$ cat src/pkg/pio_consts.vh
// Constants for the programmable I/O port block: register offsets, field
// positions, reset values and pin set masks.
// Assumes a byte-wide register port with an 8-bit address and 72 pin lines.
//
// Overview of operation
// - Each port line has one direction bit that decides input or output.
// - A peripheral driving a pin enables its output driver regardless of direction.
// - Input lines read the live pin; writes still update the output latch.
// - Output lines read back the output latch, not the pin.
// - In output mode the latch value is driven onto the pin.
// - One pull-up bit covers four pins, active only on input-direction pins.
// - Pull-up enabling ignores the pin function; only bit and direction count.
// - With latch readback selected, port 1 data reads return the latch always.
// - A three-bit pin set field resets to 000 and picks usable pins.
// - Pin set 011 selects the larger set, 010 the smaller set.
// - While the pin set field holds 000, some pins are not usable.
// - Map bit: serial channel two on port 6 lines 4-7 or port 7 lines 0-3.
// - The pin assignment register is guarded by a protect bit set beforehand.

`ifndef PIO_CONSTS_VH
`define PIO_CONSTS_VH

// Geometry.
`define PIO_NPORT 9
`define PIO_NPIN 72
`define PIO_NGRP 18
`define PIO_NPULL 3

// Register offsets.
`define PIO_DATA_BASE 8'h00
`define PIO_DIR_BASE 8'h10
`define PIO_PULL_BASE 8'h20
`define PIO_READBACK 8'h24
`define PIO_PINASSIGN 8'h25
`define PIO_PROTECT 8'h26

// Field positions.
`define PIO_RB_LATCH_BIT 0
`define PIO_PA_MAP_BIT 3
`define PIO_PR_PA_BIT 2
`define PIO_PA_WMASK 8'h0F
`define PIO_PR_WMASK 8'h04
`define PIO_RB_WMASK 8'h01

// Reset values and encodings.
`define PIO_REG_RST 8'h00
`define PIO_SET_RESET 3'h0
`define PIO_SET_LARGE 3'h3
`define PIO_SET_SMALL 3'h2
`define PIO_LATCH_RB_PORT 4'h1

// Pin set masks, one bit per line; port order 0,1,2,3,6,7,8,9,10.
`define PIO_MASK_LARGE 72'hFFEFFFFFFFFFFFFFFF
`define PIO_MASK_SMALL 72'hFF0FFFFFFF0FFFE00F

// First pin line of each serial channel two placement.
`define PIO_SER_PIN_MAP0 36
`define PIO_SER_PIN_MAP1 40

`endif

$ cat src/logic/pio_port_block.v
// Programmable I/O port block: direction, latch, pin readback, pull-up groups,
// latch readback control and protected pin assignment control.
// Assumes a byte-wide register port on clk, asynchronous pins on pinIn and
// peripherals that present their own output values and output requests.
`timescale 1ns/100ps
`include "pio_consts.vh"

module pio_port_block (
  input wire clk,
  input wire rst,
  input wire [7:0] regAddr,
  input wire [7:0] regWrData,
  input wire regWr,
  input wire regRd,
  output reg [7:0] regRdData,
  input wire [71:0] pinIn,
  output wire [71:0] pinOut,
  output wire [71:0] pinOe_n,
  output wire [71:0] pullupEn,
  input wire [71:0] periphOut,
  input wire [71:0] periphOe,
  output wire [71:0] periphIn,
  input wire [3:0] serOut,
  input wire [3:0] serOe,
  output wire [3:0] serIn
);

  // ************************************************************
  // Decode helpers
  // ************************************************************

  // True when the address falls inside a per-port register bank.
  function portHit;
    input [7:0] a;
    input [7:0] base;
    begin
      portHit = (a[7:4] == base[7:4]) && (a[3:0] < 4'h9);
    end
  endfunction

  // One-hot port select; all zero when the access misses the bank. Callers
  // only enable it after portHit, so the shift never leaves the nine ports.
  function [8:0] portDecode;
    input en;
    input [3:0] p;
    begin
      portDecode = en ? (9'h001 << p) : 9'h000;
    end
  endfunction

  // Byte of a per-line vector that belongs to one port.
  function [7:0] portByte;
    input [71:0] v;
    input [3:0] p;
    begin
      portByte = v[{p, 3'b000} +: 8];
    end
  endfunction

  // Lines usable under a pin set code; unprogrammed codes keep the small set.
  function [71:0] availMask;
    input [2:0] sel;
    begin
      case (sel)
        `PIO_SET_LARGE: availMask = `PIO_MASK_LARGE;
        `PIO_SET_SMALL: availMask = `PIO_MASK_SMALL;
        default: availMask = `PIO_MASK_SMALL;
      endcase
    end
  endfunction

  // ************************************************************
  // Register state
  // ************************************************************

  reg [71:0] latch_r;
  reg [71:0] dir_r;
  reg [23:0] pull_r;
  reg [7:0] readback_r;
  reg [7:0] pinAssign_r;
  reg [7:0] protect_r;
  reg [71:0] sync1_r;
  reg [71:0] sync2_r;
  reg [71:0] sync3_r;
  reg [71:0] pinStable_r;
  reg [7:0] rdData_nxt;
  reg [71:0] pinStable_nxt;
  wire [71:0] avail;
  wire [71:0] serOeMap;
  wire [71:0] serOutMap;
  wire [71:0] driveOe;
  wire [71:0] periphDrive;
  wire [71:0] periphVal;
  wire [71:0] latch_nxt;
  wire [71:0] dir_nxt;
  wire [8:0] dataWrEn;
  wire [8:0] dirWrEn;
  wire [17:0] pullGroups;
  wire [2:0] pinSet;
  wire serMap;
  wire latchReadback;
  wire paUnlocked;
  wire [3:0] portSel;

  assign pinSet = pinAssign_r[2:0];
  assign serMap = pinAssign_r[`PIO_PA_MAP_BIT];
  assign latchReadback = readback_r[`PIO_RB_LATCH_BIT];
  assign paUnlocked = protect_r[`PIO_PR_PA_BIT];
  assign portSel = regAddr[3:0];
  assign pullGroups = pull_r[17:0];

  // ************************************************************
  // Per-port latch and direction registers
  // ************************************************************

  // A write selects at most one port of each bank.
  assign dataWrEn = portDecode(regWr && portHit(regAddr, `PIO_DATA_BASE), portSel);
  assign dirWrEn = portDecode(regWr && portHit(regAddr, `PIO_DIR_BASE), portSel);

  // Next values per port; the latch takes every write, whatever the direction
  // of each line, so an input line has the right value ready when it turns.
  genvar k;
  generate
    for (k = 0; k < `PIO_NPORT; k = k + 1) begin : gPort
      assign latch_nxt[k*8 +: 8] = dataWrEn[k] ? regWrData : latch_r[k*8 +: 8];
      assign dir_nxt[k*8 +: 8] = dirWrEn[k] ? regWrData : dir_r[k*8 +: 8];
    end
  endgenerate

  // Direction bits reset to input so no latch value is driven before software acts.
  always @(posedge clk or posedge rst) begin
    if (rst) begin
      latch_r <= {`PIO_NPORT{`PIO_REG_RST}};
      dir_r <= {`PIO_NPORT{`PIO_REG_RST}};
    end else begin
      latch_r <= latch_nxt;
      dir_r <= dir_nxt;
    end
  end

  // ************************************************************
  // Control registers
  // ************************************************************

  // Pull-up groups, readback control and the protect register write freely.
  always @(posedge clk or posedge rst) begin
    if (rst) begin
      pull_r <= {`PIO_NPULL{`PIO_REG_RST}};
      readback_r <= `PIO_REG_RST;
      protect_r <= `PIO_REG_RST;
    end else if (regWr) begin
      if (regAddr == `PIO_PULL_BASE) begin
        pull_r[7:0] <= regWrData;
      end
      if (regAddr == `PIO_PULL_BASE + 8'h01) begin
        pull_r[15:8] <= regWrData;
      end
      if (regAddr == `PIO_PULL_BASE + 8'h02) begin
        pull_r[23:16] <= {6'h00, regWrData[1:0]};
      end
      if (regAddr == `PIO_READBACK) begin
        readback_r <= regWrData & `PIO_RB_WMASK;
      end
      if (regAddr == `PIO_PROTECT) begin
        protect_r <= regWrData & `PIO_PR_WMASK;
      end
    end
  end

  // Pin assignment only changes while unlocked; a locked write leaves it intact.
  always @(posedge clk or posedge rst) begin
    if (rst) begin
      pinAssign_r <= {5'h00, `PIO_SET_RESET};
    end else if (regWr && (regAddr == `PIO_PINASSIGN)) begin
      if (paUnlocked) begin
        pinAssign_r <= regWrData & `PIO_PA_WMASK;
      end else begin
        pinAssign_r <= pinAssign_r;
      end
    end
  end

  // ************************************************************
  // Pin input synchroniser
  // ************************************************************

  // Three stages; a line only changes once the second and third stages agree.
  always @* begin
    pinStable_nxt = (sync2_r & sync3_r) | (pinStable_r & (sync2_r | sync3_r));
  end

  always @(posedge clk or posedge rst) begin
    if (rst) begin
      sync1_r <= {`PIO_NPIN{1'b0}};
      sync2_r <= {`PIO_NPIN{1'b0}};
      sync3_r <= {`PIO_NPIN{1'b0}};
      pinStable_r <= {`PIO_NPIN{1'b0}};
    end else begin
      sync1_r <= pinIn;
      sync2_r <= sync1_r;
      sync3_r <= sync2_r;
      pinStable_r <= pinStable_nxt;
    end
  end

  // Peripherals see the filtered pin; they rely on software setting input mode.
  assign periphIn = pinStable_r;

  // ************************************************************
  // Serial channel two routing
  // ************************************************************

  // Handshake, clock, receive and transmit occupy four adjacent lines.
  assign serIn = serMap ? pinStable_r[`PIO_SER_PIN_MAP1 +: 4] :
                          pinStable_r[`PIO_SER_PIN_MAP0 +: 4];

  generate
    for (k = 0; k < `PIO_NPIN; k = k + 1) begin : gSer
      if ((k >= `PIO_SER_PIN_MAP0) && (k < `PIO_SER_PIN_MAP0 + 4)) begin : gLo
        assign serOeMap[k] = ~serMap & serOe[k - `PIO_SER_PIN_MAP0];
        assign serOutMap[k] = serOut[k - `PIO_SER_PIN_MAP0];
      end else if ((k >= `PIO_SER_PIN_MAP1) && (k < `PIO_SER_PIN_MAP1 + 4)) begin : gHi
        assign serOeMap[k] = serMap & serOe[k - `PIO_SER_PIN_MAP1];
        assign serOutMap[k] = serOut[k - `PIO_SER_PIN_MAP1];
      end else begin : gNone
        assign serOeMap[k] = 1'b0;
        assign serOutMap[k] = 1'b0;
      end
    end
  endgenerate

  // ************************************************************
  // Pin drivers and pull-ups
  // ************************************************************

  // Lines outside the active pin set stay undriven; until software picks a set the small set applies.
  assign avail = availMask(pinSet);

  // Any peripheral drive request on a line, generic or serial channel two.
  assign periphDrive = periphOe | serOeMap;
  assign periphVal = (periphOut & periphOe) | (serOutMap & serOeMap);

  // A peripheral output request overrides the direction bit. Lines outside the
  // active pin set never drive, so a wrong pin set cannot fight the board.
  assign driveOe = avail & (periphDrive | dir_r);
  assign pinOe_n = ~driveOe;

  // Per-bit select: the peripheral value where it drives, the latch elsewhere.
  assign pinOut = periphVal | (latch_r & ~periphDrive);

  // Pull-up group g covers lines 4g to 4g+3, only while they are inputs.
  generate
    for (k = 0; k < `PIO_NPIN; k = k + 1) begin : gPull
      assign pullupEn[k] = pullGroups[k / 4] & ~dir_r[k];
    end
  endgenerate

  // ************************************************************
  // Register read path
  // ************************************************************

  // Read value for the addressed register; unmapped addresses read zero.
  always @* begin
    rdData_nxt = 8'h00;
    if (portHit(regAddr, `PIO_DATA_BASE)) begin
      if (latchReadback && (portSel == `PIO_LATCH_RB_PORT)) begin
        rdData_nxt = portByte(latch_r, portSel);
      end else begin
        // Output lines return the latch, input lines the filtered pin.
        rdData_nxt = (portByte(dir_r, portSel) & portByte(latch_r, portSel)) |
                     (~portByte(dir_r, portSel) & portByte(pinStable_r, portSel));
      end
    end else if (portHit(regAddr, `PIO_DIR_BASE)) begin
      rdData_nxt = portByte(dir_r, portSel);
    end else if (regAddr == `PIO_PULL_BASE) begin
      rdData_nxt = pull_r[7:0];
    end else if (regAddr == `PIO_PULL_BASE + 8'h01) begin
      rdData_nxt = pull_r[15:8];
    end else if (regAddr == `PIO_PULL_BASE + 8'h02) begin
      rdData_nxt = pull_r[23:16];
    end else if (regAddr == `PIO_READBACK) begin
      rdData_nxt = readback_r;
    end else if (regAddr == `PIO_PINASSIGN) begin
      rdData_nxt = pinAssign_r;
    end else if (regAddr == `PIO_PROTECT) begin
      rdData_nxt = protect_r;
    end
  end

  // Read data stand for exactly the cycle after the strobe, zero otherwise.
  always @(posedge clk or posedge rst) begin
    if (rst) begin
      regRdData <= 8'h00;
    end else if (regRd) begin
      regRdData <= rdData_nxt;
    end else begin
      regRdData <= 8'h00;
    end
  end

endmodule // pio_port_block

$ cat config.mk
export PLATFORM = sky130hd
export DESIGN_NAME = pio_port_block
export DESIGN_NICKNAME = d
export VERILOG_FILES = /design/src/logic/pio_port_block.v
export VERILOG_INCLUDE_DIRS = /design/src /design/src/pkg
export SDC_FILE = /design/constraint.sdc
export NUM_CORES = 1
export LEC_CHECK = 0
export ABC_AREA = 1
export BUFFER_PORTS_ARGS = -buffer_cell sky130_fd_sc_hd__buf_2
export CAP_MARGIN = 15
export CORE_MARGIN = 4
export CORE_UTILIZATION = 40
export CTS_CLUSTER_SIZE = 8
export DETAILED_ROUTE_END_ITERATION = 6
export GPL_ROUTABILITY_DRIVEN = 0
export GPL_TIMING_DRIVEN = 0
export PLACE_DENSITY = 0.74
export SYNTH_ARGS = -nofsm -noshare
export SYNTH_HDL_FRONTEND = slang
export SYNTH_SLANG_ARGS = --single-unit
$ cat constraint.sdc
create_clock -name clk -period 34.3 [get_ports clk]
set_input_delay 5.145 -clock clk [delete_from_list [all_inputs] [get_ports clk]]
set_output_delay 5.145 -clock clk [all_outputs]
set_load 0.01 [all_outputs]
# --- After elaboration in Yosys (flattened, before gate mapping) ---
# Cells that the tools add are included.
word_totals:
  ff_bits: 464
  input_bits: 244
classes:
  magnitude_cmp: 1
  n_eq_ne: 9
  n_shift: 4
  n_mux: 14
  bitwise: 171
  n_reduce_logical: 13
op_table:
  columns: ["cell", "n"]
  rows:
  - ["$and A72 B72 Y72", 5]
  - ["$or A72 B72 Y72", 4]
  - ["$shiftx A72 B8 Y8", 3]
  - ["$not A72 Y72", 2]
  - ["$or A72 B44 Y72", 2]
  - ["$and A1 B1 Y1", 80]
  - ["$not A1 Y1", 73]
  - ["$mux W64", 1]
  - ["$eq A8 B6 Y1 const B", 6]
  - ["$mux W8", 6]
  - ["$and A44 B44 Y44", 1]
  - ["$mux W9", 2]
  - ["$and A8 B8 Y8", 2]
  - ["$mux W4", 4]
  - ["$reduce_and A2 Y1", 6]
  - ["$shl A1 B4 Y9 const A", 1]
  - ["$eq A4 B1 Y1 const B", 2]
  - ["$not A8 Y8", 1]
  - ["$or A8 B8 Y8", 1]
  - ["$logic_and A1 B1 Y1", 6]
  - ["$logic_not A4 Y1", 1]
  - ["$lt A4 B4 Y1 const B", 1]
  - ["$eq A3 B2 Y1 const B", 1]
  - ["$mux W3", 1]

# --- Longest topological paths before layout ---
# Gate-level depths: netlist of the first run.
logic_depth:
  word_depth: 10
  depth_mapped: 14

# --- Worst setup path after synthesis of the first run ---
# No wires, ideal clock.
synth_path:
  path_kind: "input-to-output"
  from: "input port serOe[0]"
  to: "output port pinOut[40]"
  t_arrival_ps: 5489
  slack_ps: 23666
  stages: 3
  n_path_buf: 0
  path_cell_list: "nand2_1 -> nand2_1 -> o211ai_1"
synth_via:
  elab_chain_len: 5
synth_rtl:
  columns: ["item", "line_no", "text"]
  rows:
  - ["from (decl)", "pio_port_block.v:24", "input wire [3:0] serOe,"]
  - ["$and A1 B1 Y1 (*)", "pio_port_block.v:223", "assign serOeMap[k] = serMap & serOe[k - `PIO_SER_PIN_MAP1];"]
  - ["$or A72 B44 Y72", "pio_port_block.v:240", "assign periphDrive = periphOe | serOeMap;"]
  - ["$not A72 Y72", "pio_port_block.v:249", "assign pinOut = periphVal | (latch_r & ~periphDrive);"]
  - ["$and A72 B72 Y72", "pio_port_block.v:249", null]
  - ["$or A72 B72 Y72 (*)", "pio_port_block.v:249", null]
  - ["to (decl)", "pio_port_block.v:17", "output wire [71:0] pinOut,"]
# Mark *: on every way between the ends. The rest lies on a longest branch, timed or not.

# --- Worst setup path in the final report of the first run ---
# Same ends and word-level chain as after synthesis.

==> results.py, run 1 <==
metrics = {
    "clocking": {
        "cts.path.max_buffers": 3,
        "cts_tree": "built",
        "clkSinkCount": 464,
        "cts.reportedPaths.clkPinSlew_ps": 50,
        "cts_made_buffers": 68,
        "htree_levels": 3,
        "postCtsHoldBufs": 0,
        "root_buffer": "clkbuf_16",
        "clkLatencyLatePin_ps": 620,
        "cts_resized": 0,
        "cts_setup_buffers": 0,
    },
    "worst_setup_path": {
        "critPathMaxFanout": 4,
        "crit_chain": "buf_2 -> nand2_1 -> nand2_1 -> o211ai_1 -> buf_2",
        "startpoint_type": "primary input",
        "required_ps": 29150,
        "worstPathArrival_ps": 5910,
        "endpoint_kind": "output pin",
        "crit_buf_inv": 2,
        "max_stage_delay_ps": 290,
        "cp_slowest_cell": "o211ai_1",
        "crit_family": "buffers and inverters",
        "setup.worst_path.class": "in -> out",
    },
    "synthesis": {
        "synth_ff_type": "dfrtp_1",
        "ys_top_cells_by_area": "dfrtp_1, nand2_1, nor2_1",
        "yosys_warnings": 0,
        "synth.distinct_cells": 32,
        "syn_nets": 2132,
        "yosys.area.top_type": "dfrtp_1",
        "avgSynthCellArea_um2": 9.809,
        "async_reset_ff_frac": 1.000,
        "mappedNetlistArea_mm2": 0.01852,
        "ys_ff_latch": 464,
        "yosysSeqAreaShare": 0.6269,
        "synth_edf_count": 0,
        "syn_inst": 1888,
        "yosys.area.top_type_share": 0.6269,
    },
    "global_routing": {
        "grt_pass1_wl_um": 104400,
        "track_usage": 0.2809,
        "antenna_found_initial": 7,
        "grt_pass1_vias": 16780,
        "grt_overflow": 0,
        "grt_max_degree": 138,
    },
    "final_layout": {
        "final_common_cell": "nand2_1",
        "flow.area_growth_from_synthesis_pct": 29.32,
        "final_nets": 2745,
        "final_core_util": 0.5255,
        "final_cell_mix": "nand2_1, buf_2, dfrtp_1",
        "drive_above_1_share": 0.2875,
    },
    "placed_design": {
        "place_ws_ps": 23290,
        "dpl.hpwl_um": 55470,
        "portBuffers": 540,
    },
    "sta": {
        "slew_viol_final": 0,
        "hold_violations": 0,
        "rsz0062_at_grt": "false",
        "setup_ws_ps": 23250,
        "period_needed_ps": 11050,
        "finalSetupViolCount": 0,
        "worst_pin_slew_ps": 1032,
        "max_freq_mhz": 90.50,
        "fin_tns_setup_ps": 0,
        "slew_headroom": 0.3119,
        "worst_clock_skew_ps": 42.56,
        "fin_crit_sh": 0.3222,
    },
    "detailed_routing": {
        "routed_via_density": 5.391,
        "routed_wl_um": 72100,
        "vias": 16790,
        "ant_nets": 0,
        "dr.first_iter.drc_count": 1683,
        "drtPass1Iterations": 7,
        "routedWlPerCell_um": 23.15,
        "drc": 7,
    },
    "pwr": {
        "p_per_area_mw_per_mm2": 55.47,
        "clkPwrFrac": 0.452,
        "internal_power_mw": 0.9880,
        "netSwitchingPower_mw": 0.3404,
        "ir_drop_uv": 49.10,
        "pwr-share-comb": 0.097,
        "seqPwrFrac": 0.451,
        "p_sw_frac": 0.2563,
        "power_leakage_nw": 12.21,
    },
    "floorplanning": {
        "die_h_um": 223.2,
        "core-area_mm2": 0.04558,
        "ioPinCount": 544,
        "placement_rows": 78,
        "initial_core_util": 0.4064,
        "chipWidth_um": 223.2,
        "die-area_mm2": 0.04981,
    },
    "worst_hold_path": {
        "hold_class": "reg -> reg",
    },
    "outcome": {
        "violations": "DRC",
        "status": "finished, violations left",
    },
    "flow_run": {
        "maxCapViolations": 0,
    },
}
[synth_stat cells, types with 9 or more instances]
master and instances:
o22ai_1 20, nor2_1 204, nand2_1 572, o21ai_0 150, nand3_1 47, mux2_2 39, o21ai_1 71, a21oi_1 15
maj3_1 72, clkbuf_1 43, dfrtp_1 464, buf_6 10, o21ai_2 19, inv_1 100, nand2_4 10, nand4_1 9
[layout make-up]
type	instances	area, µm²
clock buffers	74	1775
plain buffers	69	347.8
flip-flops and latches	464	11610
multi-input cells	1251	6168
clock inverters	6	103.9
well taps	600	750.7
fillers	3920	21630
inverters	104	400.4
diodes	3	7.507
repair buffers	543	2785
[registers in the layout, summed over array words and instances, names as in the netlist]
register,cells
periphIn,72
sync1_r,72
pull_r,18
pinAssign_r,4
sync2_r,72
sync3_r,72
readback_r,1
regRdData,8
protect_r,1
latch_r,72
dir_r,72
[power by group through the flow]
| stage | clock, mW | sequential (mW) | combinational, mW |
|---|---|---|---|
| 2_1_floorplan | 0 | 0.603 | 0.0593 |
| 3_3_place_gp | 0 | 0.607 | 0.124 |
| 3_5_place_dp | 0 | 0.607 | 0.128 |
| 4_1_cts | 0.609 | 0.599 | 0.129 |
| 5_1_grt | 0.632 | 0.602 | 0.139 |
| 6_report | 0.600 | 0.600 | 0.128 |
[worst register-to-register path, cell delays in order (launching register included)]
cell,delay (ps)
dfrtp_1,430
nand2_1,80
nand2_1,80
nand2_1,60
nand2_1,200
nand2_1,130
nand3_1,150
nor2_1,60
nand2_1,50
nand3_1,60
a21oi_1,310
[worst paths after layout]
path / startpoint / slack, ps / cells past startpoint / to
max in group asynchronous: rst / 28650 / 3 / dir_r[17]
hold reg to reg: sync1_r[27] / 330 / 0 / sync2_r[27]
hold / removal: sync1_r[27] / 330 / 0 / sync2_r[27]
min in group asynchronous: rst / 4610 / 2 / periphIn[3]
setup reg to reg: dir_r[54] / 32540 / 10 / regRdData[6]
setup / recovery: serOe[0] / 23250 / 5 / pinOut[40]
[stage by stage]
step / total power [mW] / instance area, µm² / hold WS, ps / instances
final: 1.328 / 23950 / 334.7 / 3114
after global placement: 0.7302 / 21970 / 331.4 / 3028
after global routing: 1.373 / 23950 / 344.4 / 3114
after floorplan: 0.6628 / 18520 / 331.2 / 1888
after CTS: 1.337 / 23940 / 332.7 / 3111
after detailed placement: 0.7352 / 22060 / 334.7 / 3031
[cells by family after synthesis]
| family | Yosys count | share of synthesized area |
|---|---|---|
| flops | 464 | 0.6269 |
| mux | 39 | 0.02371 |
| compound gates | 286 | 0.08411 |
| other cells | 1 | 0.0002025 |
| simple gates | 853 | 0.1861 |
| buf+inv | 173 | 0.04000 |
| fa+ha+maj | 72 | 0.03891 |
[metal layers]
metal,global-route usage,part of all wire,wire (µm),vias up
met1,0.3287,0.35,25580,8049
met4,0.1770,0.071,5150,4
li1,-,-,-,7315
met3,0.07868,0.11,7608,281
met2,0.4578,0.47,33730,1140
met5,0,0.00037,27,-
Note: power is estimated with default switching activity, not from simulation.
==> inputs of run 2 (changes only) <==
--- a/config.mk
+++ b/config.mk
@@ -6,7 +6,7 @@
 export SDC_FILE = /design/constraint.sdc
 export NUM_CORES = 1
 export LEC_CHECK = 0
-export ABC_AREA = 1
+export ABC_AREA = 0
 export BUFFER_PORTS_ARGS = -buffer_cell sky130_fd_sc_hd__buf_2
 export CAP_MARGIN = 15
 export CORE_MARGIN = 4
==> constraint.sdc (replaced) <==
create_clock -name clk -period 10.6 [get_ports clk]
set_input_delay 1.59 -clock clk [delete_from_list [all_inputs] [get_ports clk]]
set_output_delay 1.59 -clock clk [all_outputs]
set_load 0.01 [all_outputs]
==> run 2 against run 1 <==
  * The flow still finishes with violations (DRC)
  * Clock-buffer cell count down 3
  * Synthesized cell count down 30%
  * First-iteration DRC count down 36%
  * Combinational power rose to 3.3 times the previous value
  * Via count down 16%
  * Final area up 1.3%
  * Area after synthesis up 1.1%
  * Power rose to 3.2 times the previous value
==> results.py, run 2 <==
metrics = {
    "placed_design": {
        "portBuffers": 536,
        "dpl.hpwl_um": 53510,
    },
    "worst_setup_path": {
        "startpoint_type": "register",
        "reg2reg_depth": 6,
        "worstPathArrival_ps": 3280,
        "crit_start": "pinAssign_r[0]",
        "required_ps": 9010,
        "timing.rr.start": "dir_r[4]",
        "rrSetupSlack_ps": 8580,
        "endpoint_kind": "output pin",
        "critPathMaxFanout": 10,
        "reg2reg_to": "regRdData[4]",
        "setup.worst_path.class": "reg -> out",
    },
    "detailed_routing": {
        "routed_via_density": 5.490,
        "routedWlPerCell_um": 27.11,
        "routed_wl_um": 69490,
        "dr.first_iter.drc_count": 1072,
        "drc": 1,
        "ant_nets": 0,
        "drtPass1Iterations": 7,
        "vias": 14070,
    },
    "final_layout": {
        "final_nets": 2191,
        "flow.area_growth_from_synthesis_pct": 29.52,
        "drive_above_1_share": 0.4719,
        "final_core_util": 0.5220,
        "final_common_cell": "buf_2",
        "final_cell_mix": "buf_2, dfrtp_1, mux2_2",
    },
    "outcome": {
        "status": "finished, violations left",
        "violations": "DRC",
    },
    "worst_hold_path": {
        "hold_class": "reg -> reg",
        "whs_path_depth": 0,
        "hold_path_end": "sync2_r[64]",
        "worstHoldStart": "sync1_r[64]",
    },
    "floorplanning": {
        "ioPinCount": 544,
        "die-area_mm2": 0.05034,
        "placement_rows": 79,
        "chipWidth_um": 224.4,
        "core-area_mm2": 0.04646,
        "initial_core_util": 0.4030,
        "die_h_um": 224.4,
    },
    "clocking": {
        "clkSinkCount": 464,
        "cts.reportedPaths.clkPinSlew_ps": 50,
        "postCtsHoldBufs": 0,
        "cts.path.max_buffers": 3,
        "root_buffer": "clkbuf_16",
        "cts_made_buffers": 68,
        "htree_levels": 3,
        "clkLatencyLatePin_ps": 610,
        "cts_resized": 0,
        "cts_tree": "built",
        "cts_setup_buffers": 0,
    },
    "pwr": {
        "fin_total_pwr_mw": 4.280,
        "p_per_area_mw_per_mm2": 176.5,
        "clkPwrFrac": 0.446,
        "seqPwrFrac": 0.455,
        "netSwitchingPower_mw": 1.062,
        "ir_drop_uv": 137.2,
        "internal_power_mw": 3.218,
        "power_leakage_nw": 12.07,
        "p_sw_frac": 0.2481,
        "pwr-share-comb": 0.100,
    },
    "global_routing": {
        "grt_pass1_vias": 14780,
        "grt_max_degree": 46,
        "antenna_found_initial": 3,
        "grt_pass1_wl_um": 98620,
        "grt_overflow": 0,
        "track_usage": 0.2689,
    },
    "synthesis": {
        "ys_top_cells_by_area": "dfrtp_1, mux2_2, maj3_1",
        "yosys.area.top_type": "dfrtp_1",
        "syn_nets": 1573,
        "yosysSeqAreaShare": 0.6201,
        "yosys.area.top_type_share": 0.6201,
        "avgSynthCellArea_um2": 14.09,
        "synth.distinct_cells": 56,
        "synth_edf_count": 0,
        "synth_common_cells": "dfrtp_1, mux2_2, nor2_1, nor2b_1, maj3_1",
        "async_reset_ff_frac": 1.000,
        "mappedNetlistArea_mm2": 0.01872,
        "yosys_warnings": 0,
        "synth_ff_type": "dfrtp_1",
        "post-synth-top-count-cell": "dfrtp_1",
        "syn_inst": 1329,
        "ys_ff_latch": 464,
    },
    "flow_run": {
        "maxCapViolations": 0,
    },
    "sta": {
        "hold_violations": 0,
        "fin_crit_sh": 0.4592,
        "slew_viol_final": 0,
        "worst_pin_slew_ps": 1213,
        "slew_headroom": 0.1886,
        "max_freq_mhz": 205.4,
        "worst_clock_skew_ps": 32.11,
        "fin_tns_setup_ps": 0,
        "finalSetupViolCount": 0,
        "rsz0062_at_grt": "false",
        "period_needed_ps": 4868,
    },
}
## run 2: cell types whose count changed after synthesis, moves of 71 or more
cell	change
mux2_2	+213
inv_1	-93
o21ai_1	-71
o21ai_0	-107
nor2b_1	+78
nor2_1	-115
nand2_1	-540
## run 2: critical path: stages (launching register included)
cell	delay [ps]
dfrtp_1	370
nand2_1	60
nor2_1	900
clkbuf_1	810
o21ai_0	310
buf_2	240
## run 2: power groups by stage
stage | registers, mW | clock network, mW | logic (mW)
finish | 1.95 | 1.91 | 0.426
global route | 1.96 | 2.02 | 0.459
CTS | 1.95 | 1.94 | 0.430
detailed placement | 1.97 | 0 | 0.428
global placement | 1.97 | 0 | 0.408
floorplan | 1.95 | 0 | 0.207
## run 2: routing by layer
layer  vias up  routed length [µm]  GRT usage
li1       6008                   -          -
met1      7170               27420     0.3430
met2       739               33550     0.4416
met3       151                5973    0.07622
met4         4                2507    0.09901
met5         -                  27          0
## run 2: final cells by class
type / instances / area, µm²
Clock buffer: 71 / 1765
Buffer: 62 / 261.5
Clock inverter: 6 / 63.81
Timing Repair Buffer: 548 / 2930
Antenna cell: 2 / 5.005
Sequential cell: 464 / 11610
Fill cell: 3961 / 22210
Tap cell: 607 / 759.5
Multi-Input combinational cell: 796 / 6825
Inverter: 7 / 30.03
## run 2: worst max path at each step
stage,end,slack [ps]
finish,pinOe_n[29],5730
global route,pinOe_n[29],5710
CTS,pinOe_n[29],5780
detailed placement,regRdData[4],6020
global placement,dir_r[7],550
floorplan,dir_r[0],2730
## run 2: through the flow
| stage | cell area, µm² | setup WS [ps] | cells | hold slack [ps] |
|---|---|---|---|---|
| 6_report | 24250 | 5732 | 2563 | 335.1 |
| 5_1_grt | 24250 | 5710 | 2561 | 340.9 |
| 4_1_cts | 24250 | 5783 | 2561 | 340.3 |
| 3_5_place_dp | 22420 | 6016 | 2484 | 334.7 |
| 3_3_place_gp | 22170 | 546.4 | 2472 | 332.5 |
| 2_1_floorplan | 18730 | 2729 | 1329 | 331.2 |
## run 2: cells by family after synthesis
kind of cell | Yosys count | synth area share
DFF | 464 | 0.6201
muxes | 324 | 0.1981
and+or+nand+nor | 253 | 0.07350
AOI/OAI and AO/OA | 146 | 0.05426
adders and majority gates | 72 | 0.03849
buffers and inverters | 69 | 0.01537
other | 1 | 0.0002003
